**config.mk**
```make
export PLATFORM = sky130hd
export DESIGN_NAME = asat_ctrl
export DESIGN_NICKNAME = d
export VERILOG_FILES = /design/src/design/asat_pkg.sv /design/src/design/asat_sync3.sv /design/src/design/asat_timer.sv /design/src/design/asat_ctrl.sv
export SDC_FILE = /design/constraint.sdc
export NUM_CORES = 1
export LEC_CHECK = 0
export BUFFER_PORTS_ARGS = -buffer_cell sky130_fd_sc_hd__buf_2
export CAP_MARGIN = 30
export CORE_AREA = 4 4 99 148
export DETAILED_ROUTE_END_ITERATION = 7
export DIE_AREA = 0 0 103 152
export HOLD_SLACK_MARGIN = 0.12
export PLACE_DENSITY_LB_ADDON = 0.15
export SYNTH_ARGS = -nofsm -noshare
export SYNTH_HDL_FRONTEND = slang
export SYNTH_HIERARCHICAL = 1
export SYNTH_SLANG_ARGS = --single-unit
export TNS_END_PERCENT = 100
```
**constraint.sdc**
```tcl
create_clock -name core_clk -period 3.25 [get_ports core_clk]
set_input_delay 0.975 -clock core_clk [delete_from_list [all_inputs] [get_ports core_clk]]
set_output_delay 0.975 -clock core_clk [all_outputs]
set_load 0.01 [all_outputs]
```
**src/design/asat_pkg.sv**
```systemverilog
// Constants and types shared by the asynchronous static RAM host controller.
package asat_pkg;
	localparam int CLK_PERIOD_NS = 100;
	localparam int T_WP_NS       = 50;
	localparam int T_CW_NS       = 60;
	localparam int T_DW_NS       = 30;
	localparam int T_RC_NS       = 70;
	localparam int T_AA_NS       = 70;
	localparam int T_OE_NS       = 35;
	localparam int T_HZ_NS       = 25;
	localparam int WP_CYC   = (T_CW_NS + CLK_PERIOD_NS - 1) / CLK_PERIOD_NS < 1 ? 1 :
		(T_CW_NS + CLK_PERIOD_NS - 1) / CLK_PERIOD_NS;
	localparam int RD_CYC   = (T_AA_NS + CLK_PERIOD_NS - 1) / CLK_PERIOD_NS < 1 ? 1 :
		(T_AA_NS + CLK_PERIOD_NS - 1) / CLK_PERIOD_NS;
	localparam int GAP_CYC  = (T_HZ_NS + CLK_PERIOD_NS - 1) / CLK_PERIOD_NS < 1 ? 1 :
		(T_HZ_NS + CLK_PERIOD_NS - 1) / CLK_PERIOD_NS;
	localparam int RET_CYC  = (T_RC_NS + CLK_PERIOD_NS - 1) / CLK_PERIOD_NS < 1 ? 1 :
		(T_RC_NS + CLK_PERIOD_NS - 1) / CLK_PERIOD_NS;
	localparam int CNT_W    = 4;
	localparam logic [CNT_W-1:0] CNT_ZERO = 4'h0;
	localparam logic [CNT_W-1:0] CNT_ONE  = 4'h1;
	localparam logic [CNT_W-1:0] WP_CNT   = CNT_W'(WP_CYC);
	localparam logic [CNT_W-1:0] RD_CNT   = CNT_W'(RD_CYC);
	localparam logic [CNT_W-1:0] GAP_CNT  = CNT_W'(GAP_CYC);
	localparam logic [CNT_W-1:0] RET_CNT  = CNT_W'(RET_CYC);
	// Read data crosses the three-flop synchroniser, which needs two more cycles to settle.
	localparam int SYNC_CYC = 2;
	localparam logic [CNT_W-1:0] RD_WAIT_CNT = CNT_W'(RD_CYC + SYNC_CYC);
	localparam int LANE_HI_MSB = 15;
	localparam int LANE_HI_LSB = 8;
	localparam int LANE_LO_MSB = 7;
	localparam int LANE_LO_LSB = 0;
	typedef enum logic [3:0] {
		ASAT_IDLE, ASAT_W_SETUP, ASAT_W_PULSE, ASAT_W_END,
		ASAT_R_SETUP, ASAT_R_WAIT, ASAT_R_END, ASAT_GAP, ASAT_RET, ASAT_RET_EXIT
	} asat_state_t;
endpackage

```
**src/design/asat_sync3.sv**
```systemverilog
// Three-stage synchroniser for a pin that arrives from outside the clock domain.
`timescale 1ns/1ps
`default_nettype none
module asat_sync3 #(
	parameter int   W        = 1
) (
	input  wire logic         core_clk,
	input  wire logic         rst_b,
	input  wire logic         clk_en,
	input  wire logic [W-1:0] pin,
	output var  logic [W-1:0] level
);
	logic [W-1:0] s1;
	logic [W-1:0] s2;
	logic [W-1:0] s3;
	wire  [W-1:0] agree = ~(s2 ^ s3);
	wire  [W-1:0] next_level = (agree & s2) | (~agree & level);
	// The first stage feeds only the second; the level moves once stages two and three agree.
	always_ff @(posedge core_clk or negedge rst_b) begin
		if (!rst_b) begin
			s1    <= '0;
			s2    <= '0;
			s3    <= '0;
			level <= '0;
		end else if (clk_en) begin
			s1    <= pin;
			s2    <= s1;
			s3    <= s2;
			level <= next_level;
		end
	end
endmodule
`default_nettype wire

```
**src/design/asat_timer.sv**
```systemverilog
// Down-counter that times one phase of a memory cycle.
`timescale 1ns/1ps
`default_nettype none
module asat_timer #(
	parameter int W = 4
) (
	input  wire logic         core_clk,
	input  wire logic         rst_b,
	input  wire logic         clk_en,
	input  wire logic         load,
	input  wire logic [W-1:0] value,
	output var  logic         done
);
	logic [W-1:0] count;
	wire          zero       = (count == '0);
	wire  [W-1:0] next_count = load ? value : (zero ? count : count - W'(1));
	assign done = zero && !load;
	always_ff @(posedge core_clk or negedge rst_b) begin
		if (!rst_b) begin
			count <= '0;
		end else if (clk_en) begin
			count <= next_count;
		end
	end
endmodule
`default_nettype wire

```
**src/design/asat_ctrl.sv**
```systemverilog
// Host-side controller that runs read, write and retention cycles on the static RAM pins.
`timescale 1ns/1ps
`default_nettype none
module asat_ctrl #(
	parameter int AW = 20,
	parameter int DW = 16
) (
	input  wire logic          core_clk,
	input  wire logic          rst_b,
	input  wire logic          clk_en,
	input  wire logic          req_valid,
	input  wire logic          req_write,
	input  wire logic [AW-1:0] req_addr,
	input  wire logic [DW-1:0] req_wdata,
	input  wire logic [1:0]    req_lanes,
	output logic               req_ready,
	output logic               rsp_valid,
	output logic [DW-1:0]      rsp_rdata,
	input  wire logic          retention_req,
	output logic               retention_ack,
	input  wire logic          bus_grant,
	output logic               busy,
	output logic [AW-1:0]      sram_addr,
	output logic               sram_select_low_b,
	output logic               sram_select_high,
	output logic               write_strobe_b,
	output logic               output_gate_b,
	output logic               upper_lane_select_b,
	output logic               lower_lane_select_b,
	output logic [DW-1:0]      data_out,
	output logic               data_oe_b,
	input  wire logic [DW-1:0] data_in
);
	import asat_pkg::*;

	asat_state_t     state;
	asat_state_t     next_state;
	logic            wr_cycle;
	logic [1:0]      lanes;
	logic [CNT_W-1:0] tmr_value;
	logic            tmr_load;
	wire             tmr_done;
	wire  [DW-1:0]   din_sync;
	wire             ret_sync;

	asat_sync3 #(.W(DW)) u_din_sync (
		.core_clk (core_clk),
		.rst_b    (rst_b),
		.clk_en   (clk_en),
		.pin      (data_in),
		.level    (din_sync)
	);

	asat_sync3 #(.W(1)) u_ret_sync (
		.core_clk (core_clk),
		.rst_b    (rst_b),
		.clk_en   (clk_en),
		.pin      (retention_req),
		.level    (ret_sync)
	);

	asat_timer #(.W(CNT_W)) u_timer (
		.core_clk (core_clk),
		.rst_b    (rst_b),
		.clk_en   (clk_en),
		.load     (tmr_load),
		.value    (tmr_value),
		.done     (tmr_done)
	);

	// Accept only when the shared bus has been granted to this memory. 
	wire idle_take   = (state == ASAT_IDLE) && req_valid && bus_grant && !ret_sync;
	wire idle_ret    = (state == ASAT_IDLE) && ret_sync;
	wire lanes_any   = |req_lanes;
	wire in_write    = (state == ASAT_W_SETUP) || (state == ASAT_W_PULSE) ||
		(state == ASAT_W_END);
	wire in_read     = (state == ASAT_R_SETUP) || (state == ASAT_R_WAIT) ||
		(state == ASAT_R_END);
	wire sel_on      = in_write || in_read;
	// Lanes are raised at the edges of a write so they never start or end the cycle.
	wire lane_drive  = (state == ASAT_W_PULSE) || in_read;
	wire strobe_on   = (state == ASAT_W_PULSE);
	wire gate_on     = (state == ASAT_R_WAIT) || (state == ASAT_R_END);
	// Data is driven only in write states, never while the gate may let the memory drive.
	wire drive_data  = in_write;
	wire ret_release = (state == ASAT_RET) && !ret_sync;

	always_comb begin
		next_state = state;
		tmr_load   = 1'b0;
		tmr_value  = CNT_ZERO;
		case (state)
			ASAT_IDLE: begin
				if (idle_ret) begin
					next_state = ASAT_RET;
				end else if (idle_take && lanes_any) begin
					next_state = req_write ? ASAT_W_SETUP : ASAT_R_SETUP;
				end
			end
			ASAT_W_SETUP: begin
				// Address and selects settle a full cycle before the strobe falls.
				next_state = ASAT_W_PULSE;
				tmr_load   = 1'b1;
				tmr_value  = WP_CNT;
			end
			ASAT_W_PULSE: begin
				if (tmr_done) begin
					next_state = ASAT_W_END;
				end
			end
			ASAT_W_END: begin
				next_state = ASAT_GAP;
				tmr_load   = 1'b1;
				tmr_value  = GAP_CNT;
			end
			ASAT_R_SETUP: begin
				next_state = ASAT_R_WAIT;
				tmr_load   = 1'b1;
				// The gate stays low until the captured data has passed the synchroniser.
				tmr_value  = RD_WAIT_CNT;
			end
			ASAT_R_WAIT: begin
				if (tmr_done) begin
					next_state = ASAT_R_END;
				end
			end
			ASAT_R_END: begin
				next_state = ASAT_GAP;
				tmr_load   = 1'b1;
				tmr_value  = GAP_CNT;
			end
			ASAT_GAP: begin
				if (tmr_done) begin
					next_state = ASAT_IDLE;
				end
			end
			ASAT_RET: begin
				if (ret_release) begin
					next_state = ASAT_RET_EXIT;
					tmr_load   = 1'b1;
					tmr_value  = RET_CNT;
				end
			end
			ASAT_RET_EXIT: begin
				if (tmr_done) begin
					next_state = ASAT_IDLE;
				end
			end
			default: begin
				next_state = ASAT_IDLE;
			end
		endcase
	end

	// Lane selects gate byte halves: bit 1 is the upper byte, bit 0 the lower.
	wire [DW-1:0] lane_mask = {{(DW/2){lanes[1]}}, {(DW/2){lanes[0]}}};
	wire [DW-1:0] next_rdata = (din_sync & lane_mask);
	wire          capture    = (state == ASAT_R_END);

	always_ff @(posedge core_clk or negedge rst_b) begin
		if (!rst_b) begin
			state <= ASAT_IDLE;
		end else if (clk_en) begin
			state <= next_state;
		end
	end

	always_ff @(posedge core_clk or negedge rst_b) begin
		if (!rst_b) begin
			wr_cycle  <= 1'b0;
			lanes     <= 2'h0;
			sram_addr <= '0;
			data_out  <= '0;
		end else if (clk_en && idle_take && lanes_any && !idle_ret) begin
			wr_cycle  <= req_write;
			lanes     <= req_lanes;
			sram_addr <= req_addr;
			data_out  <= req_wdata;
		end
	end

	always_ff @(posedge core_clk or negedge rst_b) begin
		if (!rst_b) begin
			sram_select_low_b   <= 1'b1;
			sram_select_high    <= 1'b0;
			write_strobe_b      <= 1'b1;
			output_gate_b       <= 1'b1;
			upper_lane_select_b <= 1'b1;
			lower_lane_select_b <= 1'b1;
			data_oe_b           <= 1'b1;
		end else if (clk_en) begin
			sram_select_low_b   <= !(next_state inside {ASAT_W_SETUP, ASAT_W_PULSE, ASAT_W_END,
				ASAT_R_SETUP, ASAT_R_WAIT, ASAT_R_END});
			// The high select is parked at ground in retention, never left floating.
			sram_select_high    <= next_state inside {ASAT_W_SETUP, ASAT_W_PULSE, ASAT_W_END,
				ASAT_R_SETUP, ASAT_R_WAIT, ASAT_R_END};
			write_strobe_b      <= !(next_state == ASAT_W_PULSE);
			output_gate_b       <= !(next_state inside {ASAT_R_WAIT, ASAT_R_END});
			upper_lane_select_b <= !((next_state == ASAT_W_PULSE ||
				next_state inside {ASAT_R_SETUP, ASAT_R_WAIT, ASAT_R_END}) &&
				(state == ASAT_IDLE ? req_lanes[1] : lanes[1]));
			lower_lane_select_b <= !((next_state == ASAT_W_PULSE ||
				next_state inside {ASAT_R_SETUP, ASAT_R_WAIT, ASAT_R_END}) &&
				(state == ASAT_IDLE ? req_lanes[0] : lanes[0]));
			data_oe_b           <= !(next_state inside {ASAT_W_SETUP, ASAT_W_PULSE, ASAT_W_END});
		end
	end

	always_ff @(posedge core_clk or negedge rst_b) begin
		if (!rst_b) begin
			rsp_valid     <= 1'b0;
			rsp_rdata     <= '0;
			req_ready     <= 1'b0;
			retention_ack <= 1'b0;
			busy          <= 1'b0;
		end else if (clk_en) begin
			rsp_valid     <= capture;
			if (capture) begin
				rsp_rdata <= next_rdata;
			end
			req_ready     <= (next_state == ASAT_IDLE) && !ret_sync;
			retention_ack <= (next_state == ASAT_RET);
			busy          <= (next_state != ASAT_IDLE);
		end
	end
endmodule
`default_nettype wire

```
==> run_results.csv <==
group,metric,value,unit
cells_and_area,fin_nets,659,
die,die_h,152,microns
cts,cts_buffer_depth,2,
yosys,synthesis.area,5960,sq um
yosys,synth_top_area_cell,"dfrtp_1",
cts,cts_setup_buffers,0,
place,placed_cells,739,
worst_setup_path,crit_type,"flop to flop",
cts,ctsHoldBuffers,0,
worst_setup_path,max_stage_delay,0.53,ns
cts,clk_latency,0.41,ns
die,core,13400,sq um
detailed_routing,drt-total-wl,11700,microns
detailed_routing,vias,3907,
grt,grt_max_degree,128,
grt,grt_util_all_layers,15.4,%
yosys,synthDominantCellAreaShare,56.7,%
die,dieArea,15700,sq um
die,floorplan.initialDensity,44.5,%
die,pin_count,124,
yosys,yosys_register_bits,141,
cts,cts_made_buffers,17,
yosys,ys_seq_area_share,59.3,%
power_and_ir_drop,power_switching_share,27.3,%
sta,hold_slack,0.477,ns
detailed_routing,antenna_left,0,
yosys,ys_warn_count,6,
die,die_w,103,microns
die,rows,52,
power_and_ir_drop,vdd_drop_max,0.000333,V
detailed_routing,drt_first_pass_iters,4,
power_and_ir_drop,pwr-share-comb,18.1,%
cts,cts-root-buf,"clkbuf_16",
worst_setup_path,crit_slowest_cell,"dfrtp_1",
detailed_routing,routedWlPerCell,15.1,microns
cts,clock_sinks,141,
cells_and_area,antenna_cells,0,
cells_and_area,drive_gt1_share,41.9,%
cts,cts_resized,0,
yosys,postSynthAreaPerCell,12.6,sq um
place,portBuffers,123,
sta,fin_setup_tns,0,ns
sta,finalCriticalPeriod,2.93,ns
yosys,synthTopCellsByArea,"dfrtp_1 57%, mux2_2 15%, nand2_1 3.2%",
detailed_routing,drt_iter0_drc,149,
yosys,async_flop_share,100,%
yosys,netlist_instances,473,
worst_setup_path,path_max_fanout,9,
sta,drv_slew,0,
yosys,synthDistinctLibCells,51,
cells_and_area,syn_to_final_growth,22.8,%
cells_and_area,post_layout_nonfiller_instances,770,
sta,fin_crit_sh,90.1,%
power_and_ir_drop,seqPwrFrac,43.1,%
worst_setup_path,crit_path_cell_trace,"inv_1 -> nor4_1 -> a21oi_1 -> o21ai_0 -> nor4b_4 -> and2_1 -> o41ai_1 -> a2bb2oi_2 -> and2_4 -> o32a_1",
grt,grt_pass1_wl,19000,microns
yosys,ys.flop_type,"dfrtp_1",
yosys,synth-edff-count,0,
place,gp_congestion,0.761,
run,maxCapViolCount,0,
grt,grt_pass1_vias,3909,
power_and_ir_drop,p_leak,3.53,nW
place,dp_hpwl,8160,microns
power_and_ir_drop,p_per_area,747,nW/um^2
worst_setup_path,start_kind,"flop",
cts,clk_pin_slew_worst_paths,0.06,ns
detailed_routing,via_per_inst,5.07,
yosys,synth_commonest_cells,"135 x dfrtp_1, 78 x mux2_2, 51 x nand2_1",
sta,slew_headroom,53.2,%
sta,hold_violations,0,
power_and_ir_drop,finalPower,5.47,mW
sta,final.setup_skew,0.00764,ns
power_and_ir_drop,switchingPower,1.49,mW
cts,cts_htree_levels,4,
sta,rsz0062_at_grt,"false",
worst_setup_path,end_kind,"flop",
power_and_ir_drop,internal-power,3.98,mW
grt,grt_overflow_total,0,
sta,setup_viol,0,
detailed_routing,drc,0,
yosys,synth.most_common_cell,"dfrtp_1",
sta,fmax,341,MHz
worst_setup_path,cp.arrival,3.26,ns
sta,worst_pin_slew,0.702,ns
min_path,hp-class,"flop to flop",
grt,antenna_found_initial,0,
power_and_ir_drop,clkPwrFrac,38.8,%
status,status,"completed",
cts,cts_tree,"built",
worst_setup_path,required,3.58,ns
[cell usage in the layout (no fill, tap or decap), drive strengths merged, types with 3 or more instances in the layout]
| cell type | Yosys | routed |
|---|---|---|
| nand2 | 51 | 51 |
| o2bb2ai | 12 | 12 |
| nand2b | 19 | 19 |
| a31oi | 4 | 4 |
| clkbuf | 6 | 19 |
| a21oi | 18 | 18 |
| nor4 | 3 | 3 |
| nor2 | 14 | 14 |
| o21ai | 33 | 33 |
| a21o | 6 | 6 |
| inv | 20 | 23 |
| a22o | 6 | 6 |
| buf | 21 | 130 |
| mux2 | 82 | 82 |
| nor2b | 3 | 3 |
| mux2i | 3 | 3 |
| bufinv | 0 | 5 |
| dfrtp | 135 | 135 |
| dfstp | 6 | 6 |
[through the flow]
step	instance area (sq um)	util [%]	setup WS, ns
after global placement	6670	49.7	0.420
final	7320	54.6	0.321
after detailed placement	6670	49.7	0.348
after CTS	7320	54.6	0.335
after floorplan	5960	-	0.767
after global routing	7320	54.6	0.111
[layout make-up]
class	count	area [sq um]
Tap cell	162	203
Sequential cell	141	3540
Fill cell	1171	6080
Clock inverter	12	209
Inverter	20	75.1
Clock buffer	19	443
Multi-Input combinational cell	286	2150
Timing Repair Buffer	130	702
[per-layer routing]
layer,global-route usage (%),share of wire (%)
met5,0,0
met4,5.68,1.3
met3,4.36,6.0
met2,25.4,51
met1,19.1,42
[power by group through the flow]
stage	sequential [mW]	combinational (mW)	clock, mW
final	2.35	0.991	2.12
after global routing	2.40	1.12	2.24
after CTS	2.36	1.01	2.17
after detailed placement	2.39	1.00	0
after global placement	2.36	0.964	0
after floorplan	2.34	0.696	0
[path summary, 6_finish.rpt]
check	cells past startpoint	from	to	slack, ns
worst min register to register	2	rsp_rdata[12]	rsp_rdata[12]	0.48
min in group asynchronous	1	rst_b	u_timer/count[2]	0.60
max in group asynchronous	2	rst_b	async pin	1.89
worst max-delay path	10	state[3]	output_gate_b	0.32
worst min-delay path	2	rsp_rdata[12]	rsp_rdata[12]	0.48
worst max register to register	10	state[3]	output_gate_b	0.32
[critical path, delay by kind of cell (launching register included)]
kind | cells | cell delay (ns)
AOI/OAI and AO/OA | 5 | 1.36
buffers and inverters | 1 | 0.15
DFF | 1 | 0.53
and+or+nand+nor | 4 | 0.81
[cell families after synthesis]
logic type	synth area share (%)
AO/OA/AOI/OAI	10.6
AND/OR/NAND/NOR	8.84
flip-flops	59.3
buffers and inverters	4.74
other	0.0629
adder cells (fa/ha/maj)	0.420
multiplexers	16.0
Power figures use the tool's default switching activity.
